--- config.mk ---
export PLATFORM = sky130hd
export DESIGN_NAME = xmw_ext_mem_cfg
export DESIGN_NICKNAME = d
export VERILOG_FILES = /design/src/xmw_sector_decode.v /design/src/xmw_ext_mem_cfg.v
export VERILOG_INCLUDE_DIRS = /design/src /design/src/src
export SDC_FILE = /design/constraint.sdc
export NUM_CORES = 1
export LEC_CHECK = 0
export BUFFER_PORTS_ARGS = -buffer_cell sky130_fd_sc_hd__buf_2
export CAP_MARGIN = 20
export CORE_UTILIZATION = 46
export DETAILED_ROUTE_END_ITERATION = 16
export GPL_TIMING_DRIVEN = 1
export PLACE_DENSITY = 0.76
export SLEW_MARGIN = 20
export SYNTH_ARGS = -nofsm -noshare
export SYNTH_HDL_FRONTEND = slang
export SYNTH_SLANG_ARGS = --single-unit
--- constraint.sdc ---
create_clock -name clk -period 1.7 [get_ports clk]
set_input_delay 0.17 -clock clk [delete_from_list [all_inputs] [get_ports clk]]
set_output_delay 0.17 -clock clk [all_outputs]
set_load 0.05 [all_outputs]
--- src/xmw_defs.vh ---
`ifndef XMW_DEFS_VH
`define XMW_DEFS_VH

// register offsets on the plain register port
`define XMW_CTRL_A_OFS 8'h74
`define XMW_CTRL_B_OFS 8'h75

// reset values of both control registers
`define XMW_CTRL_A_RST 8'h00
`define XMW_CTRL_B_RST 8'h00

// control a field positions
`define XMW_A_ENABLE_BIT 7
`define XMW_A_LIMIT_MSB 6
`define XMW_A_LIMIT_LSB 4
`define XMW_A_UPPER_MSB 3
`define XMW_A_UPPER_LSB 2
`define XMW_A_LOWER_MSB 1
`define XMW_A_LOWER_LSB 0

// control b field positions
`define XMW_B_KEEPER_BIT 7
`define XMW_B_MASK_MSB 2
`define XMW_B_MASK_LSB 0

// external address space and sector geometry
`define XMW_EXT_BASE 16'h2200
`define XMW_EXT_TOP 16'hFFFF
`define XMW_SECT_SHIFT 13

// wait-select encodings
`define XMW_WAIT_NONE 2'h0
`define XMW_WAIT_ONE 2'h1
`define XMW_WAIT_TWO 2'h2
`define XMW_WAIT_TWO_GAP 2'h3

// high address mask code that frees the whole high port
`define XMW_MASK_ALL_FREE 3'h7

`endif

--- src/xmw_sector_decode.v ---
`timescale 1ns/1ps
`include "xmw_defs.vh"

// picks the sector of an access and turns its wait-select code into counts
module xmw_sector_decode (
    input wire [15:0] addr,
    input wire [2:0] sector_limit_sel,
    input wire [1:0] upper_wait_sel,
    input wire [1:0] lower_wait_sel,
    output reg in_lower,
    output reg [1:0] wait_cycles,
    output reg idle_gap
);
    reg [15:0] boundary;
    reg [1:0] code;

    // sector limit and wait-state decode
    always @* begin
        boundary = {sector_limit_sel, 13'h0000};
        // codes 000 and 001 leave one sector, the upper one
        if (sector_limit_sel[2:1] == 2'h0) begin // RQ2 RQ3
            in_lower = 1'b0;
        end else begin
            in_lower = (addr < boundary); // RQ4 RQ16
        end
        code = in_lower ? lower_wait_sel : upper_wait_sel; // RQ5 RQ6 RQ7
        case (code)
            `XMW_WAIT_NONE: begin
                wait_cycles = 2'h0; // RQ8
                idle_gap = 1'b0;
            end
            `XMW_WAIT_ONE: begin
                wait_cycles = 2'h1; // RQ8
                idle_gap = 1'b0;
            end
            `XMW_WAIT_TWO: begin
                wait_cycles = 2'h2; // RQ8
                idle_gap = 1'b0;
            end
            default: begin
                wait_cycles = 2'h2; // RQ9
                idle_gap = 1'b1; // RQ9
            end
        endcase
    end
endmodule

--- src/xmw_ext_mem_cfg.v ---
// Decided for this implementation: the address-and-strobe port.
`timescale 1ns/1ps
`include "xmw_defs.vh"

// Summary of operation
// (RQ1) enable bit hands pins to the interface
// (RQ2) limit zero means one single sector
// (RQ3) code 00x: upper sector 0x2200 to 0xFFFF
// (RQ4) codes 010-111 move upper start by 0x2000
// (RQ5) single sector uses upper wait select
// (RQ6) upper sector waits from bits 3:2
// (RQ7) lower sector waits from bits 1:0
// (RQ8) codes 00/01/10 add 0/1/2 strobe waits
// (RQ9) code 11: two waits plus idle cycle
// (RQ10) keeper bit holds address/data lines when released
// (RQ11) keeper works even with interface disabled
// (RQ12) control b bits 6:3 read zero
// (RQ13) mask zero drives all eight high pins
// (RQ14) each mask step up to 6 frees one more top pin; code 7 frees all
// (RQ15) software may reach all 64KB via mask
// (RQ16) sector compare picks each access's waits
module xmw_ext_mem_cfg #(
    parameter ADDR_W = 8
) (
    input wire clk,
    input wire resetn,
    // register port
    input wire [ADDR_W-1:0] reg_addr,
    input wire [7:0] reg_wdata,
    input wire reg_wr,
    input wire reg_rd,
    output wire [7:0] reg_rdata,
    // access requests from the core
    input wire acc_req,
    input wire acc_we,
    input wire [15:0] acc_addr,
    input wire [7:0] acc_wdata,
    output wire acc_ready,
    output wire acc_done,
    output wire [7:0] acc_rdata,
    // multiplexed address/data pins
    input wire [7:0] muxed_addr_data_in,
    output wire [7:0] muxed_addr_data_out,
    output wire muxed_addr_data_oe,
    output wire [7:0] keeper_value,
    output wire keeper_active,
    // high address pins and port release
    output wire [7:0] high_addr_lines,
    output wire [7:0] high_addr_owned,
    // strobes, active low except the latch strobe; pin override and sector flag are active high
    output wire addr_latch,
    output wire wr_strobe_n,
    output wire rd_strobe_n,
    output wire pin_override,
    output wire lower_sector_access
);
    localparam ST_IDLE = 3'h0;
    localparam ST_ADDR = 3'h1;
    localparam ST_STROBE = 3'h2;
    localparam ST_HOLD = 3'h3;
    localparam ST_GAP = 3'h4;
    localparam ST_SAMPLE = 3'h5;

    reg [7:0] ctrl_a_ff;
    reg [7:0] nxt_ctrl_a;
    reg [7:0] ctrl_b_ff;
    reg [7:0] nxt_ctrl_b;
    reg [7:0] rdata_ff;
    reg [7:0] nxt_rdata;
    reg [2:0] state_ff;
    reg [2:0] nxt_state;
    reg [1:0] wait_cnt_ff;
    reg [1:0] nxt_wait_cnt;
    reg gap_ff;
    reg nxt_gap;
    reg short_ff;
    reg nxt_short;
    reg we_ff;
    reg nxt_we;
    reg lower_ff;
    reg nxt_lower;
    reg [15:0] addr_ff;
    reg [15:0] nxt_addr;
    reg [7:0] wdata_ff;
    reg [7:0] nxt_wdata;
    reg [7:0] acc_rdata_ff;
    reg [7:0] nxt_acc_rdata;
    reg done_ff;
    reg nxt_done;
    reg [7:0] ad_out_ff;
    reg [7:0] nxt_ad_out;
    reg ad_oe_ff;
    reg nxt_ad_oe;
    reg ale_ff;
    reg nxt_ale;
    reg wr_n_ff;
    reg nxt_wr_n;
    reg rd_n_ff;
    reg nxt_rd_n;
    reg [7:0] keep_ff;
    reg [7:0] nxt_keep;
    reg [7:0] ad_sync1_ff;
    reg [7:0] ad_sync2_ff;

    wire if_enable;
    wire [2:0] limit_sel;
    wire [2:0] mask_sel;
    wire keeper_en;
    wire dec_lower;
    wire [1:0] dec_wait;
    wire dec_gap;

    // mask of the high address pins a mask code leaves with the interface
    function [7:0] high_pin_mask;
        input [2:0] code;
        begin
            if (code == `XMW_MASK_ALL_FREE) begin
                high_pin_mask = 8'h00; // RQ14
            end else begin
                high_pin_mask = 8'hFF >> code; // RQ13 RQ14
            end
        end
    endfunction

    // decodes a register address, used for both reads and writes
    function is_reg;
        input [ADDR_W-1:0] a;
        input [7:0] ofs;
        begin
            is_reg = (a == ofs[ADDR_W-1:0]);
        end
    endfunction

    assign if_enable = ctrl_a_ff[`XMW_A_ENABLE_BIT];
    assign limit_sel = ctrl_a_ff[`XMW_A_LIMIT_MSB:`XMW_A_LIMIT_LSB];
    assign mask_sel = ctrl_b_ff[`XMW_B_MASK_MSB:`XMW_B_MASK_LSB];
    assign keeper_en = ctrl_b_ff[`XMW_B_KEEPER_BIT];

    // sector and wait decode for the address offered on the request port
    xmw_sector_decode u_decode (
        .addr(acc_addr),
        .sector_limit_sel(limit_sel),
        .upper_wait_sel(ctrl_a_ff[`XMW_A_UPPER_MSB:`XMW_A_UPPER_LSB]),
        .lower_wait_sel(ctrl_a_ff[`XMW_A_LOWER_MSB:`XMW_A_LOWER_LSB]),
        .in_lower(dec_lower),
        .wait_cycles(dec_wait),
        .idle_gap(dec_gap)
    );

    // register writes; reserved bits of control b are never stored
    always @* begin
        nxt_ctrl_a = ctrl_a_ff;
        nxt_ctrl_b = ctrl_b_ff;
        if (reg_wr && is_reg(reg_addr, `XMW_CTRL_A_OFS)) begin
            nxt_ctrl_a = reg_wdata;
        end
        if (reg_wr && is_reg(reg_addr, `XMW_CTRL_B_OFS)) begin
            nxt_ctrl_b = reg_wdata & 8'h87; // RQ12
        end
    end

    // read data stand in the cycle after the strobe only; unmapped reads zero
    always @* begin
        nxt_rdata = 8'h00;
        if (reg_rd && is_reg(reg_addr, `XMW_CTRL_A_OFS)) begin
            nxt_rdata = ctrl_a_ff;
        end else if (reg_rd && is_reg(reg_addr, `XMW_CTRL_B_OFS)) begin
            nxt_rdata = {ctrl_b_ff[7], 4'h0, ctrl_b_ff[2:0]}; // RQ12
        end
    end

    // access sequencer: address phase, stretched strobe, hold, optional gap
    always @* begin
        nxt_state = state_ff;
        nxt_wait_cnt = wait_cnt_ff;
        nxt_gap = gap_ff;
        nxt_short = short_ff;
        nxt_we = we_ff;
        nxt_lower = lower_ff;
        nxt_addr = addr_ff;
        nxt_wdata = wdata_ff;
        nxt_acc_rdata = acc_rdata_ff;
        nxt_done = 1'b0;
        nxt_ad_out = ad_out_ff;
        nxt_ad_oe = ad_oe_ff;
        nxt_ale = 1'b0;
        nxt_wr_n = 1'b1;
        nxt_rd_n = 1'b1;
        case (state_ff)
            ST_IDLE: begin
                nxt_ad_oe = 1'b0;
                if (acc_req && if_enable) begin
                    // sector and waits are frozen here for the whole access
                    nxt_state = ST_ADDR;
                    nxt_we = acc_we;
                    nxt_addr = acc_addr;
                    nxt_wdata = acc_wdata;
                    nxt_lower = dec_lower; // RQ16
                    nxt_wait_cnt = dec_wait; // RQ8
                    nxt_gap = dec_gap; // RQ9
                    nxt_short = (dec_wait == 2'h0) && !acc_we;
                    nxt_ale = 1'b1;
                    nxt_ad_out = acc_addr[7:0];
                    nxt_ad_oe = 1'b1;
                end
            end
            ST_ADDR: begin
                nxt_state = ST_STROBE;
                nxt_wr_n = ~we_ff;
                nxt_rd_n = we_ff;
                nxt_ad_out = we_ff ? wdata_ff : ad_out_ff;
                nxt_ad_oe = we_ff; // reads release the lines to the memory
            end
            ST_STROBE: begin
                if (wait_cnt_ff != 2'h0) begin
                    // each remaining wait keeps the strobe low one more cycle
                    nxt_wait_cnt = wait_cnt_ff - 2'h1; // RQ8
                    nxt_wr_n = ~we_ff;
                    nxt_rd_n = we_ff;
                end else begin
                    nxt_state = ST_HOLD;
                end
            end
            ST_HOLD: begin
                nxt_ad_oe = 1'b0;
                if (short_ff) begin
                    // a one-cycle read strobe has not yet left the synchroniser
                    nxt_state = ST_SAMPLE;
                end else begin
                    // with waits, stage two already holds a strobe-phase sample
                    if (!we_ff) begin
                        nxt_acc_rdata = ad_sync2_ff;
                    end
                    nxt_done = 1'b1;
                    nxt_state = gap_ff ? ST_GAP : ST_IDLE; // RQ9
                end
            end
            ST_SAMPLE: begin
                // zero-wait reads pay one cycle here; the strobe width is unchanged
                nxt_acc_rdata = ad_sync2_ff;
                nxt_done = 1'b1;
                nxt_state = ST_IDLE;
            end
            ST_GAP: begin
                // one dead cycle before a new address goes out
                nxt_state = ST_IDLE; // RQ9
            end
            default: begin
                nxt_state = ST_IDLE;
                nxt_ad_oe = 1'b0;
            end
        endcase
    end

    // keeper remembers the last value driven onto the muxed lines
    always @* begin
        nxt_keep = keep_ff;
        if (ad_oe_ff) begin
            nxt_keep = ad_out_ff; // RQ10
        end
    end

    // control registers
    always @(posedge clk or negedge resetn) begin
        if (!resetn) begin
            ctrl_a_ff <= `XMW_CTRL_A_RST;
            ctrl_b_ff <= `XMW_CTRL_B_RST;
            rdata_ff <= 8'h00;
        end else begin
            ctrl_a_ff <= nxt_ctrl_a;
            ctrl_b_ff <= nxt_ctrl_b;
            rdata_ff <= nxt_rdata;
        end
    end

    // sequencer and pin registers
    always @(posedge clk or negedge resetn) begin
        if (!resetn) begin
            state_ff <= ST_IDLE;
            wait_cnt_ff <= 2'h0;
            gap_ff <= 1'b0;
            short_ff <= 1'b0;
            we_ff <= 1'b0;
            lower_ff <= 1'b0;
            addr_ff <= 16'h0000;
            wdata_ff <= 8'h00;
            acc_rdata_ff <= 8'h00;
            done_ff <= 1'b0;
            ad_out_ff <= 8'h00;
            ad_oe_ff <= 1'b0;
            ale_ff <= 1'b0;
            wr_n_ff <= 1'b1;
            rd_n_ff <= 1'b1;
            keep_ff <= 8'h00;
        end else begin
            state_ff <= nxt_state;
            wait_cnt_ff <= nxt_wait_cnt;
            gap_ff <= nxt_gap;
            short_ff <= nxt_short;
            we_ff <= nxt_we;
            lower_ff <= nxt_lower;
            addr_ff <= nxt_addr;
            wdata_ff <= nxt_wdata;
            acc_rdata_ff <= nxt_acc_rdata;
            done_ff <= nxt_done;
            ad_out_ff <= nxt_ad_out;
            ad_oe_ff <= nxt_ad_oe;
            ale_ff <= nxt_ale;
            wr_n_ff <= nxt_wr_n;
            rd_n_ff <= nxt_rd_n;
            keep_ff <= nxt_keep;
        end
    end

    // two-stage synchroniser on the pad inputs; only stage two is read
    always @(posedge clk or negedge resetn) begin
        if (!resetn) begin
            ad_sync1_ff <= 8'h00;
            ad_sync2_ff <= 8'h00;
        end else begin
            ad_sync1_ff <= muxed_addr_data_in;
            ad_sync2_ff <= ad_sync1_ff;
        end
    end

    assign reg_rdata = rdata_ff;
    // new requests wait while an access or its gap is running
    assign acc_ready = (state_ff == ST_IDLE) && if_enable;
    assign acc_done = done_ff;
    assign acc_rdata = acc_rdata_ff;
    assign muxed_addr_data_out = ad_out_ff;
    assign muxed_addr_data_oe = ad_oe_ff && if_enable; // RQ1
    // keeper is deliberately not gated by the interface enable
    assign keeper_active = keeper_en && !muxed_addr_data_oe; // RQ10 RQ11
    assign keeper_value = keep_ff; // RQ10
    // full address byte kept; the mask only decides which pins carry it
    assign high_addr_lines = addr_ff[15:8]; // RQ15
    assign high_addr_owned = if_enable ? high_pin_mask(mask_sel) : 8'h00; // RQ1 RQ13 RQ14
    assign addr_latch = ale_ff;
    assign wr_strobe_n = wr_n_ff;
    assign rd_strobe_n = rd_n_ff;
    assign pin_override = if_enable; // RQ1
    assign lower_sector_access = lower_ff;
endmodule

==> results by group <==
Global routing
  – Total congestion overflow: 0
  – Largest net degree at the start of global routing: 53
  – Initial antenna violation count: 0
  – First-pass GRT wire length: 12.5 mm
  – Vias in the first global route: 2,635
  – Global Route Usage Sum: 19.4%

Placed design
  – Dpl hpwl: 5.21 mm
  – Placer Congestion: 0.782
  – Placed Cells: 510
  – Pre-CTS WS: -0.0442 ns
  – Buffers added on ports: 110

Setup path
  – Worst Setup Path Type: reg -> reg
  – Top cell family by delay on the critical path: compound AO/OA/AOI/OAI gates
  – Arrival @ worst endpoint: 1.93 ns
  – CP max stage cell: a311o_2
  – Worst r2r src: ctrl_a_ff[6]
  – Setup crit start kind: flop
  – Crit-path cells: inv_2, ha_4, o2bb2ai_2, a311o_2, mux2i_1, a211oi_2
  – CP Launch Point: ctrl_a_ff[6]
  – Crit path largest cell delay: 0.42 ns
  – Crit end category: flop
  – Required time of the critical path: 1.96 ns
  – Crit path buffers/inverters: 1
  – CP max FO: 5

Power
  – Power per cell area: 1580 nW/um2
  – Switching Power: 0.00320 W
  – Cell-internal power: 0.00445 W
  – Switch share: 41.8%
  – VDD IR-drop max: 762 uV
  – Clock group share of total power: 20.5%
  – Leak: 2.51 nW
  – Seq pwr share: 39.9%
  – Comb power frac: 39.7%

Route
  – DRT Pass-1 Iters: 4
  – Antenna viol nets, final: 0
  – Routed via count: 2,674
  – Vias per cell: 4.89
  – DRC: 0
  – Routed WL: 7.53 mm
  – Iter 0 DRT Violations: 95
  – DR WL/cell: 13.8 um

Worst hold path
  – Worst hold path class: in -> reg
  – Hold path start: acc_we

Floorplan
  – Core area: 7730 um2
  – DIE HEIGHT: 91.2 um
  – Die area: 8320 um2
  – Core Rows: 32
  – # IOs: 111
  – Die X-Extent: 91.2 um
  – Initial Util: 47.4%

Synthesis
  – EDFF count, synth: 0
  – Yosys top cell by area: dfrtp_1
  – Mapped Cells: 297
  – Count leader, synth: dfrtp_1
  – Mapped cell area: 3660 um2
  – Synthesized area per cell: 12.3 um2
  – #FFs+latches synth: 90
  – Syn_nets: 354
  – Unique masters post-synth: 48
  – Synth top area share: 60.1%
  – Synth Flop Type: dfrtp_1
  – YS warnings: 0
  – Synth cell count leaders: 88 x dfrtp_1, 57 x nand2_1, 25 x mux2_2
  – Sequential-to-total area share from yosys stat: 61.6%
  – Most area-consuming cells after synthesis: dfrtp_1 60%, mux2_2 7.7%, nand2_1 5.8%
  – Asr flop ratio synth: 100%

STA
  – Final min period: 1.66 ns
  – Final setup violation count: 0
  – Hold Vio Cnt, Final: 0
  – Worst slew pin tran: 0.420 ns
  – Fin crit share: 97.7%
  – Final Max Tran Viols: 0
  – Clock skew: 0.0123 ns
  – RSZ-0062 raised after global routing: yes
  – Worst slew margin: 71.9%
  – Max frequency: 602 MHz
  – Worst setup margin: 0.0389 ns

Job
  – Max Cap Viol: 0

Clocking
  – CTS tree: yes
  – Worst-path clk slew: 0.09 ns
  – Clock sink count: 90
  – Clk root buf: clkbuf_8
  – Total CTS buffers: 9
  – H-tree lvl count: 3
  – Longest Clk Path Bufs: 2
  – Clock insertion delay at the later pin of the skew report: 0.35 ns

Finish
  – Share of layout cells above drive strength 1: 44.5%
  – Area taken by multi-input logic gates: 1310 um2
  – Total area of sequential cells: 2260 um2
  – # diodes: 0
  – FILL cells: 620
  – Area Growth Syn to Fin: 32.1%
  – Nets: 497
  – Non-Filler Instances: 547

Status
  – Status: completed
==> cell families after synthesis <==
family                   count (synthesis)  synth area share (%)
AO/OA/AOI/OAI                           28                  5.81
XOR/XNOR                                 1                 0.239
adder cells (fa/ha/maj)                  3                  1.03
buffers and inverters                   21                  3.62
flip-flops                              90                  61.6
multiplexers                            41                  12.6
AND/OR/NAND/NOR                        113                  15.1
==> sequential cells by signal, indices dropped and copies added (netlist names), 3 cells and up <==
signal	cells
keeper_value	8
ctrl_a_ff	8
state_ff	3
reg_rdata	8
muxed_addr_data_out	8
addr_ff	8
wdata_ff	8
acc_rdata	8
ad_sync2_ff	8
ad_sync1_ff	8
ctrl_b_ff	4
==> power groups by stage <==
stage	combinational (W)	sequential (W)	clock [W]
after floorplan	0.00102	0.00434	0
after global placement	0.00296	0.00305	0
after detailed placement	0.00300	0.00309	0
after CTS	0.00304	0.00305	0.00161
after global routing	0.00321	0.00313	0.00170
final	0.00303	0.00305	0.00156
==> what timing repair did <==
| action | CTS | global route |
|---|---|---|
| hold endpoints to repair | 41 | 1 |
| gates resized for setup | 2 | 4 |
| hold buffers | 17 | 1 |
| pin swaps | 2 | 2 |
| endpoints found under the setup margin | 4 | 5 |
| cloned | 0 | 0 |
| buffers inserted | 0 | 3 |
==> final cells by class <==
class,count,area share [%]
flip-flops and latches,90,46.7
clock buffers,9,2.56
clock inverters,7,1.94
inverters,7,0.543
well taps,102,2.64
multi-input cells,186,27.2
repair buffers,146,18.5
==> final timing paths <==
| kind | end | slack, ns | cells after the start |
|---|---|---|---|
| setup / recovery | wait_cnt_ff[0] | 0.04 | 6 |
| hold / removal | short_ff | 0.02 | 2 |
| setup reg to reg | wait_cnt_ff[0] | 0.04 | 6 |
| hold reg to reg | ad_sync2_ff[1] | 0.35 | 0 |
| max in group asynchronous | state_ff[1] | 0.81 | 3 |
| min in group asynchronous | wdata_ff[7] | 0.27 | 2 |
==> per-stage QoR <==
stage	area, um2	hold slack (ns)	power (W)	utilization [%]	setup TNS, ns
after floorplan	3680	-0.126	0.00536	-	-4.47
after global placement	4390	0.104	0.00601	56.9	0
after detailed placement	4390	0.114	0.00609	56.9	-0.0650
after CTS	4790	0.00123	0.00770	61.9	0
after global routing	4840	0.000112	0.00804	62.6	-0.0225
final	4840	0.0170	0.00765	62.6	0
==> per-layer routing <==
| layer | wire length [um] | vias to the layer above | part of all wire, % | GRT usage [%] |
|---|---|---|---|---|
| met1 | 3300 | 1294 | 44 | 24.6 |
| met4 | 132 | 0 | 1.8 | 7.01 |
| li1 | - | 1281 | - | - |
| met5 | 0 | - | 0 | 0 |
| met2 | 3730 | 84 | 50 | 31.7 |
| met3 | 368 | 15 | 4.9 | 5.86 |
==> placed cells by master, fill, tap and decap left out, types with 3 or more instances in the layout <==
master         synthesis  final
buf_2                  1    108
dfrtp_1               88     86
nand2_1               57     57
mux2_2                25     25
nor2_1                22     22
dlygate4sd3_1          0     18
buf_4                  4     18
mux2i_1               12     12
a21oi_1                9      9
clkbuf_8               0      9
inv_1                  6      5
nand2b_1               4      4
a22o_1                 4      4
mux2_4                 4      4
nor2b_1                4      3
and2_1                 3      3
nand3_1                3      3
Note: power is estimated with default switching activity, not from simulation.
